**src/core/adi_pkg.sv**
```systemverilog
// Purpose: constants and types for the audio dsp init sequencer
// Assumes: 10 MHz master clock on clk_i
// Notes:   register port is a simple addressed write/read port
// Function
// - latch pll mode pins at reset release
// - gate all subsystem clocks after reset
// - ten millisecond init period from reset
// - normal rate multipliers 64 to 512; the pins select dividers and core_mult_o is fixed at 56 here
// - dual halves, quad quarters multipliers; core_mult_o and pll_div_o do not change with the rate mode here
// - all locations writable except read-only; only the core rate, clock enable and core run registers store writes here
// - self boot from serial eeprom
// - subsystems enabled independently for power
// - pin codes select dividers 1,2,4,6,8
package adi_pkg;
    localparam int unsigned CLK_HZ          = 10_000_000;
    localparam int unsigned INIT_TIME_MS    = 10;
    localparam int unsigned INIT_CYCLES     = CLK_HZ / 1000 * INIT_TIME_MS;
    localparam logic [15:0] CORE_RATE_ADDR  = 16'hE220;
    localparam logic [15:0] CLK_EN_ADDR     = 16'hE221;
    localparam logic [15:0] CORE_RUN_ADDR   = 16'hE222;
    localparam logic [15:0] STATUS_ADDR     = 16'hE223;
    localparam logic [15:0] CORE_RATE_RST   = 16'h0000;
    localparam logic [15:0] PARAM_END       = 16'h0FFF;
    localparam logic [15:0] PROG_BASE       = 16'h2000;
    localparam logic [15:0] PROG_END        = 16'h2FFF;
    localparam logic [15:0] REG_LAST        = 16'hE24C;
    localparam int unsigned CORE_MULT       = 56;
    localparam int unsigned N_SUBSYS        = 5;
    localparam int unsigned SS_RATE_CONV    = 0;
    localparam int unsigned SS_SPDIF_RX     = 1;
    localparam int unsigned SS_SPDIF_TX     = 2;
    localparam int unsigned SS_AUX_ADC      = 3;
    localparam int unsigned SS_CORE         = 4;
    localparam logic [1:0]  RATE_NORMAL     = 2'h0;
    localparam logic [1:0]  RATE_DUAL       = 2'h1;
    localparam logic [1:0]  RATE_QUAD       = 2'h2;
    typedef enum logic [1:0] {ST_RESET, ST_INIT, ST_BOOT, ST_READY} adi_state_t;
endpackage

```
**src/core/adi_ctr_if.sv**
```systemverilog
// Purpose: init counter hookup
// Assumes: single clock
// Notes:   start is a one-cycle pulse
`timescale 1ns/1ps
`default_nettype none
interface adi_ctr_if;
    logic start;
    logic done;
    modport ctl (output start, input done);
    modport cnt (input start, output done);
endinterface
`default_nettype wire

```
**src/core/adi_init_timer.sv**
```systemverilog
// Purpose: counts the init interval
// Assumes: terminal count given by parameter
// Notes:   done stays high until the next start
`timescale 1ns/1ps
`default_nettype none
module adi_init_timer #(
    parameter int unsigned TERM = 100_000
) (
    input  wire logic clk_i,
    input  wire logic resetn_i,
    adi_ctr_if.cnt    ctr
);
    import adi_pkg::*;
    typedef struct packed {
        logic [31:0] cnt;
        logic        run;
        logic        done;
    } adi_tmr_t;
    adi_tmr_t st_ff, nxt_st;

    always_comb begin
        nxt_st = st_ff;
        if (ctr.start) begin
            nxt_st.cnt  = 32'h0000_0000;
            nxt_st.run  = 1'b1;
            nxt_st.done = 1'b0;
        end else if (st_ff.run) begin
            if (st_ff.cnt == TERM - 1) begin
                nxt_st.run  = 1'b0;
                nxt_st.done = 1'b1;
            end else begin
                nxt_st.cnt = st_ff.cnt + 32'h0000_0001;
            end
        end
    end

    always_ff @(posedge clk_i or negedge resetn_i) begin
        if (!resetn_i) begin
            st_ff <= '0;
        end else begin
            st_ff <= nxt_st;
        end
    end

    assign ctr.done = st_ff.done;
endmodule
`default_nettype wire

```
**src/core/adi_init_seq.sv**
```systemverilog
// Purpose: reset release, pll strap capture, clock gating and core run
// Assumes: reset pin is synchronous to clk_i after the board reset logic
// Notes:   host must not write before init_done_o (stores are blocked)
`timescale 1ns/1ps
`default_nettype none
module adi_init_seq #(
    parameter int unsigned INIT_TERM = adi_pkg::INIT_CYCLES
) (
    input  wire logic        clk_i,
    input  wire logic        resetn_i,
    input  wire logic        pll_mode_pin_bit0_i,
    input  wire logic        pll_mode_pin_bit1_i,
    input  wire logic        pll_mode_pin_bit2_i,
    input  wire logic        boot_en_i,
    input  wire logic        wr_i,
    input  wire logic        rd_i,
    input  wire logic [15:0] addr_i,
    input  wire logic [15:0] wdata_i,
    output logic      [15:0] rdata_o,
    output logic             rvalid_o,
    output logic             init_done_o,
    output logic      [3:0]  pll_div_o,
    output logic      [5:0]  core_mult_o,
    output logic      [1:0]  rate_mode_o,
    output logic      [4:0]  subsys_clk_en_o,
    output logic             core_run_o,
    output logic             boot_req_o
);
    import adi_pkg::*;

    typedef struct packed {
        adi_state_t  state;
        logic [2:0]  pll_pins;
        logic [3:0]  pll_div;
        logic [15:0] core_rate;
        logic [4:0]  clk_en;
        logic        core_run;
        logic        done;
        logic        boot_req;
        logic [15:0] rdata;
        logic        rvalid;
        logic        start;
    } adi_seq_t;
    adi_seq_t st_ff, nxt_st;

    adi_ctr_if ctr ();
    adi_init_timer #(.TERM(INIT_TERM)) u_timer (
        .clk_i   (clk_i),
        .resetn_i(resetn_i),
        .ctr     (ctr)
    );
    assign ctr.start = st_ff.start;

    // binary pin code to divider; unused codes fall back to divide by 1
    function automatic logic [3:0] div_of(input logic [2:0] p);
        case (p)
            3'h0:    div_of = 4'h1;
            3'h1:    div_of = 4'h2;
            3'h2:    div_of = 4'h4;
            3'h3:    div_of = 4'h6;
            3'h4:    div_of = 4'h8;
            default: div_of = 4'h1;
        endcase
    endfunction

    logic wr_ok;
    always_comb begin
        // pre-init writes are dropped here; read-only addresses fall to the default of the decode below
        wr_ok = wr_i && st_ff.done;
    end

    always_comb begin
        nxt_st        = st_ff;
        nxt_st.start  = 1'b0;
        nxt_st.rvalid = rd_i;
        case (st_ff.state)
            ST_RESET: begin
                // strap sampled at first edge after release
                nxt_st.pll_pins = {pll_mode_pin_bit2_i, pll_mode_pin_bit1_i,
                                   pll_mode_pin_bit0_i};
                nxt_st.pll_div  = div_of({pll_mode_pin_bit2_i,
                                          pll_mode_pin_bit1_i,
                                          pll_mode_pin_bit0_i});
                nxt_st.clk_en   = '0;
                nxt_st.start    = 1'b1;
                nxt_st.state    = ST_INIT;
            end
            ST_INIT: begin
                if (ctr.done) begin
                    nxt_st.done = 1'b1;
                    if (boot_en_i) begin
                        nxt_st.boot_req = 1'b1;
                        nxt_st.state    = ST_BOOT;
                    end else begin
                        nxt_st.state = ST_READY;
                    end
                end
            end
            ST_BOOT: begin
                // the eeprom loader drives the same write port
                if (!boot_en_i) begin
                    nxt_st.boot_req = 1'b0;
                    nxt_st.state    = ST_READY;
                end
            end
            ST_READY: begin
            end
            default: nxt_st.state = ST_RESET;
        endcase
        if (wr_ok) begin
            case (addr_i)
                CORE_RATE_ADDR: nxt_st.core_rate = wdata_i;
                CLK_EN_ADDR:    nxt_st.clk_en    = wdata_i[4:0];
                CORE_RUN_ADDR:  nxt_st.core_run  = wdata_i[0];
                default: ;
            endcase
        end
        if (rd_i) begin
            case (addr_i)
                CORE_RATE_ADDR: nxt_st.rdata = st_ff.core_rate;
                CLK_EN_ADDR:    nxt_st.rdata = {11'h000, st_ff.clk_en};
                CORE_RUN_ADDR:  nxt_st.rdata = {15'h0000, st_ff.core_run};
                STATUS_ADDR:    nxt_st.rdata = {9'h000, st_ff.pll_pins,
                                                st_ff.boot_req, 2'h0,
                                                st_ff.done};
                default:        nxt_st.rdata = 16'h0000;
            endcase
        end
    end

    always_ff @(posedge clk_i or negedge resetn_i) begin
        if (!resetn_i) begin
            st_ff           <= '0;
            st_ff.state     <= ST_RESET;
            st_ff.pll_div   <= 4'h1;
            st_ff.core_rate <= CORE_RATE_RST;
        end else begin
            st_ff <= nxt_st;
        end
    end

    // core clock needs its subsystem clock too; run alone cannot start it
    always_ff @(posedge clk_i or negedge resetn_i) begin
        if (!resetn_i) begin
            core_run_o <= 1'b0;
        end else begin
            core_run_o <= nxt_st.core_run & nxt_st.clk_en[SS_CORE];
        end
    end

    assign rdata_o         = st_ff.rdata;
    assign rvalid_o        = st_ff.rvalid;
    assign init_done_o     = st_ff.done;
    assign pll_div_o       = st_ff.pll_div;
    assign core_mult_o     = 6'(CORE_MULT);
    assign rate_mode_o     = st_ff.core_rate[1:0];
    assign subsys_clk_en_o = st_ff.clk_en;
    assign boot_req_o      = st_ff.boot_req;
endmodule
`default_nettype wire

```
**config.mk**
```make
export PLATFORM = sky130hd
export DESIGN_NAME = adi_init_seq
export DESIGN_NICKNAME = d
export VERILOG_FILES = /design/src/core/adi_pkg.sv /design/src/core/adi_ctr_if.sv /design/src/core/adi_init_timer.sv /design/src/core/adi_init_seq.sv
export SDC_FILE = /design/constraint.sdc
export NUM_CORES = 1
export LEC_CHECK = 0
export BUFFER_PORTS_ARGS = -buffer_cell sky130_fd_sc_hd__buf_2
export CAP_MARGIN = 20
export CORE_MARGIN = 5
export CORE_UTILIZATION = 30
export CTS_CLUSTER_SIZE = 25
export DETAILED_ROUTE_END_ITERATION = 7
export PLACE_DENSITY = 0.49
export SKIP_LAST_GASP = 1
export SYNTH_ARGS = -nofsm -noshare
export SYNTH_HDL_FRONTEND = slang
export SYNTH_SLANG_ARGS = --single-unit
```
**constraint.sdc**
```tcl
create_clock -name clk_i -period 4 [get_ports clk_i]
set_clock_uncertainty 0.1 [all_clocks]
set_input_delay 0.2 -clock clk_i [delete_from_list [all_inputs] [get_ports clk_i]]
set_output_delay 0.2 -clock clk_i [all_outputs]
set_load 0.01 [all_outputs]
```
# After elaboration in Yosys (flattened, before gate mapping)
# Cells that the tools add are included.
# Widths: inputs -> output; s select.
dict set report op_classes {
  add_sub_neg 1
  n_eq_ne 15
  muxes 19
  n_bitwise 1
  reduce_logical 12
}
# operator n
set ops {}
lappend ops {{$mux 34} 2}
lappend ops {{$eq 16x16->1 const B} 4}
lappend ops {{$pmux 16 s4} 1}
lappend ops {{$add 32x1->32 const B} 1}
lappend ops {{$eq 32x17->1 const B} 1}
lappend ops {{$mux 32} 1}
lappend ops {{$pmux 4 s4} 1}
lappend ops {{$mux 5} 2}
lappend ops {{$reduce_and 2->1} 4}
lappend ops {{$eq 3x2->1 const B} 2}
lappend ops {{$mux 1} 6}
lappend ops {{$mux 2} 3}
lappend ops {{$mux 6} 1}
lappend ops {{$ne 2x2->1 const B} 3}
lappend ops {{$pmux 2 s3} 1}
lappend ops {{$reduce_bool 2->1} 3}
lappend ops {{$reduce_and 4->1} 1}
lappend ops {{$eq 3x1->1 const B} 1}
lappend ops {{$eq 3x3->1 const B} 1}
lappend ops {{$reduce_and 3->1} 1}
lappend ops {{$reduce_bool 3->1} 1}
lappend ops {{$eq 2x1->1 const B} 1}
lappend ops {{$eq 2x2->1 const B} 1}
lappend ops {{$logic_not 2->1} 1}
lappend ops {{other kinds (4)} 4}
dict set report word_totals {
  ff_bits 86
  output_inout_bits 37
}

# Longest topological paths before layout
dict set report logic_depth {
  ltp_word 5
  mapped_depth 7
  depth_no_buf 6
}

# Modules after synthesis
# From an unflattened synthesis, not the netlist that was laid out.
dict set report hier_totals {
  cells_unflattened 409
  hier_area_um2 4425.5
}
# mod n_inst cells_each area_each_um2 seq_area_each_um2
set modules_own_cells {}
lappend modules_own_cells {adi_init_seq 1 208 2560.0 1302.5}
lappend modules_own_cells {adi_init_timer 1 201 1865.5 850.8}

# Worst setup path after synthesis
# OpenSTA, ideal clock, no wires.
dict set report synth_path {
  path_kind {input-to-reg}
  from {input addr_i[7]}
  to {register st_ff[31] in the netlist's numbering}
  arrival_time_ps 1931
  path_slack_ps 1844
  cell_stages 6
  path_buffers 2
  cell_sequence {or4_4 -> nor4_4 -> and3b_1 -> buf_6 -> buf_12 -> mux2_4}
}
dict set report synth_via {
  elab_chain_len 2
}
# item line
set synth_rtl {}
lappend synth_rtl {{start: declaration} adi_init_seq.sv:17} ;# input wire logic [15:0] addr_i,
lappend synth_rtl {{$eq 16x16->1} adi_init_seq.sv:111} ;# case (addr_i)
lappend synth_rtl {{$reduce_and 2->1 (no line)} --}
lappend synth_rtl {{end signal: assignment} adi_init_seq.sv:138} ;# st_ff <= nxt_st;
lappend synth_rtl {{end: declaration} adi_init_seq.sv:44} ;# adi_seq_t st_ff, nxt_st;
# Every way passes these cells.
# A chain may end at the register's enable or synchronous reset.

# Worst setup path in the final report
dict set report layout_path {
  from {input addr_i[7]}
  to {register st_ff[41] in the netlist's numbering}
}
# The elaborated chain is that of the path after synthesis.

==> impl_results.md <==
- Outcome: finished, final reports clean
- RSZ-0062 raised after global routing: false
- Synthesized area: ~0.0045 mm²
- Post-cts repair resize count: 0
- Clock transition at the registers of the reported paths: ~0.060 ns
- Site Rows: 44
- Clk_lat worst skew: approximately 0.34 ns
- Share of cells above drive strength 1: 0.248
- Port-buffer cells: 70
- Root Driver: clkbuf_16
- Mapped Avg Cell Area: about 10 µm²
- 1st-iter DRT viols: ~240
- Critical Path Source Type: primary input
- Final hold vios: 0
- Vias per Instance: 4.80
- # diodes: 0
- R2R depth: 4
- Crit Path Max Fanout: 10
- Area growth syn-to-layout: 16.2%
- Worst setup EP type: flop
- Leakage power: approximately 0.0024 µW
- Top-Level Pins: 77
- Tot Pwr: approximately 1900 µW
- Prevailing post-synth register cell: dfrtp_1
- Power Density: between 300 and 400 mW/mm²
- H-tree depth: 3
- Post-synth ARST share: 1.00
- Min cycle time layout: around 2.4 ns
- Worst min-delay path category: primary input to flop
- Relative slew slack: 0.506
- Max-cap violations: 0
- Max-slew violations: 0
- # nets final: ~540
- GPL Wtd Cong: ~0.8
- Largest net degree at the start of global routing: 60
- Part of the Yosys area used for sequential elements: 0.481
- Die ar.: roughly 0.017 mm²
- Gr usage total: 0.114
- Vias in the first global route: ~3300
- DRC viols: 0
- WL final: ~9800 µm
- Initial antenna violation count: 0
- Width of the die: 132 µm
- CTS tree: yes
- Final ANT Viol Nets: 0
- Setup TNS: 0 ns
- Synth Instances: around 440
- Fill count: about 1500
- Fin util: 0.356
- WL/cell: 14.5 µm
- CP required: a little over 4 ns
- EDFF count, synth: 0
- Worst vdd ir: 0.000210 V
- Setup Crit Path Kind: primary input to flop
- Post-CTS setup buffers: 0
- First-pass GRT wire length: 16600 µm
- Clock Sinks: 86
- CTS Buffer Depth: 2
- Die Y: around 130 µm
- Pre-antenna DRT Iters: 4
- Worst Tran Pin Value: 0.741 ns
- #FFs+latches synth: 86
- Vias: roughly 3300
- CTS Buf Count: 9
- Yosys cell types: 61
- Hold Crit Depth: 3
- Final setup violation count: 0
- Post-DP HPWL: ~6900 µm
- Core area: ~0.015 mm²
- Synthesis Warnings: 0
- Total congestion overflow: 0
- WP data arrival: 2.56 ns
- Max frequency: 409 MHz
- Tcrit/Tclk final: 0.612
- Effective utilization at floorplan: 0.307
## where the power goes
part	total (µW)	switching, µW	internal, µW
Clock	927	345	581
Combinational	75.1	42.8	32.4
Sequential	877	2.28	875
## synth_stat cells (all sizes together), types with 2 or more instances
library cell,number,area (µm²)
a21oi,12,60.1
a22o,2,17.5
and2,2,13.8
and3,6,38.8
and4,4,35.0
buf,39,300
clkbuf,15,66.3
conb,2,7.51
dfrtp,85,2130
ha,5,62.6
inv,27,101
mux2,20,263
mux2i,5,50.1
nand2,38,143
nand2b,5,31.3
nand3,15,75.1
nand3b,3,22.5
nand4,12,75.1
nand4b,2,17.5
nor2,29,109
nor2b,2,12.5
nor3,6,30.0
nor3b,2,15.0
nor4,17,128
nor4b,3,26.3
o21ai,27,135
o22ai,2,12.5
o2bb2ai,2,17.5
o31ai,6,45.0
or2,2,12.5
or3,3,18.8
or4,9,71.3
xnor2,13,114
xor2,6,52.6
## logic make-up after synthesis
group	share of synthesized area
flip-flops	0.481
other	0.00168
adder cells (fa/ha/maj)	0.0140
buffers and inverters	0.105
XOR/XNOR	0.0372
multiplexers	0.0750
AO/OA/AOI/OAI	0.0794
AND/OR/NAND/NOR	0.207
## registers in the layout (all words and copies together), names as in the netlist
signal,cells
rvalid_o,1
ctr.start,1
u_timer.st_ff,33
rate_mode_o,2
core_run_o,1
init_done_o,1
subsys_clk_en_o,5
rdata_o,16
st_ff,20
u_timer.ctr.done,1
pll_div_o,4
boot_req_o,1
## layer usage
metal  wire (µm)  share of wire  vias up  track usage
li1            -              -     1606            -
met1        4660           0.47     1553        0.152
met2        4380           0.45       90        0.177
met3         631          0.064       12       0.0336
met4         158          0.016        0       0.0400
met5           0              0        -            0
## layout by cell type (no fill, tap or decap), drive strengths merged, types with 5 or more instances in the layout
master / instances
dlygate4sd3: 13
nor2: 29
nor4: 17
o31ai: 6
ha: 5
nand2b: 5
nand3: 15
mux2: 20
nor3: 6
xor2: 6
or4: 9
o21ai: 27
inv: 27
conb: 6
xnor2: 13
buf: 74
clkbuf: 11
nand2: 38
mux2i: 5
dfrtp: 85
a21oi: 12
nand4: 12
and3: 6
## worst max-delay path, stage by stage
cell	delay (ns)
buf_2	0.10
or4_4	0.54
nor4_4	0.53
and3b_1	0.54
buf_4	0.30
mux2_2	0.35
## worst paths after layout
check | startpoint | to | slack (ns)
setup / recovery | addr_i[7] | st_ff[41] | 1.55
hold / removal | wdata_i[0] | subsys_clk_en_o[0] | 0.01
setup reg to reg | u_timer.st_ff[11] | u_timer.st_ff[19] | 1.57
hold reg to reg | st_ff[41] | rdata_o[15] | 0.38
max in group asynchronous | resetn_i | pll_div_o[0] | 2.50
min in group asynchronous | resetn_i | rdata_o[10] | 0.37
## area by class of cell
class,instances,area [µm²],area share
sequential,86,2150,0.414
multi-input combinational,280,1870,0.359
timing repair buffer,87,513,0.0987
clock buffer,11,253,0.0486
tap,184,230,0.0443
inverter,27,101,0.0195
clock inverter,5,81.3,0.0156
## metrics by stage
step                std cells  instance area, µm²  hold slack [ns]  setup WS [ns]
floorplan                 447                4490           -0.196           1.84
global placement          651                4730            0.220           1.29
detailed placement        651                4730            0.224           1.18
CTS                       680                5200          0.00146           1.54
global route              680                5200           0.0109           1.40
finish                    680                5200           0.0128           1.55
## what timing repair did
action	in CTS	in global routing
endpoints found under the setup margin	0	0
hold buffers	13	0
endpoints found under the hold margin	71	0
(Power assumes the default switching activity.)
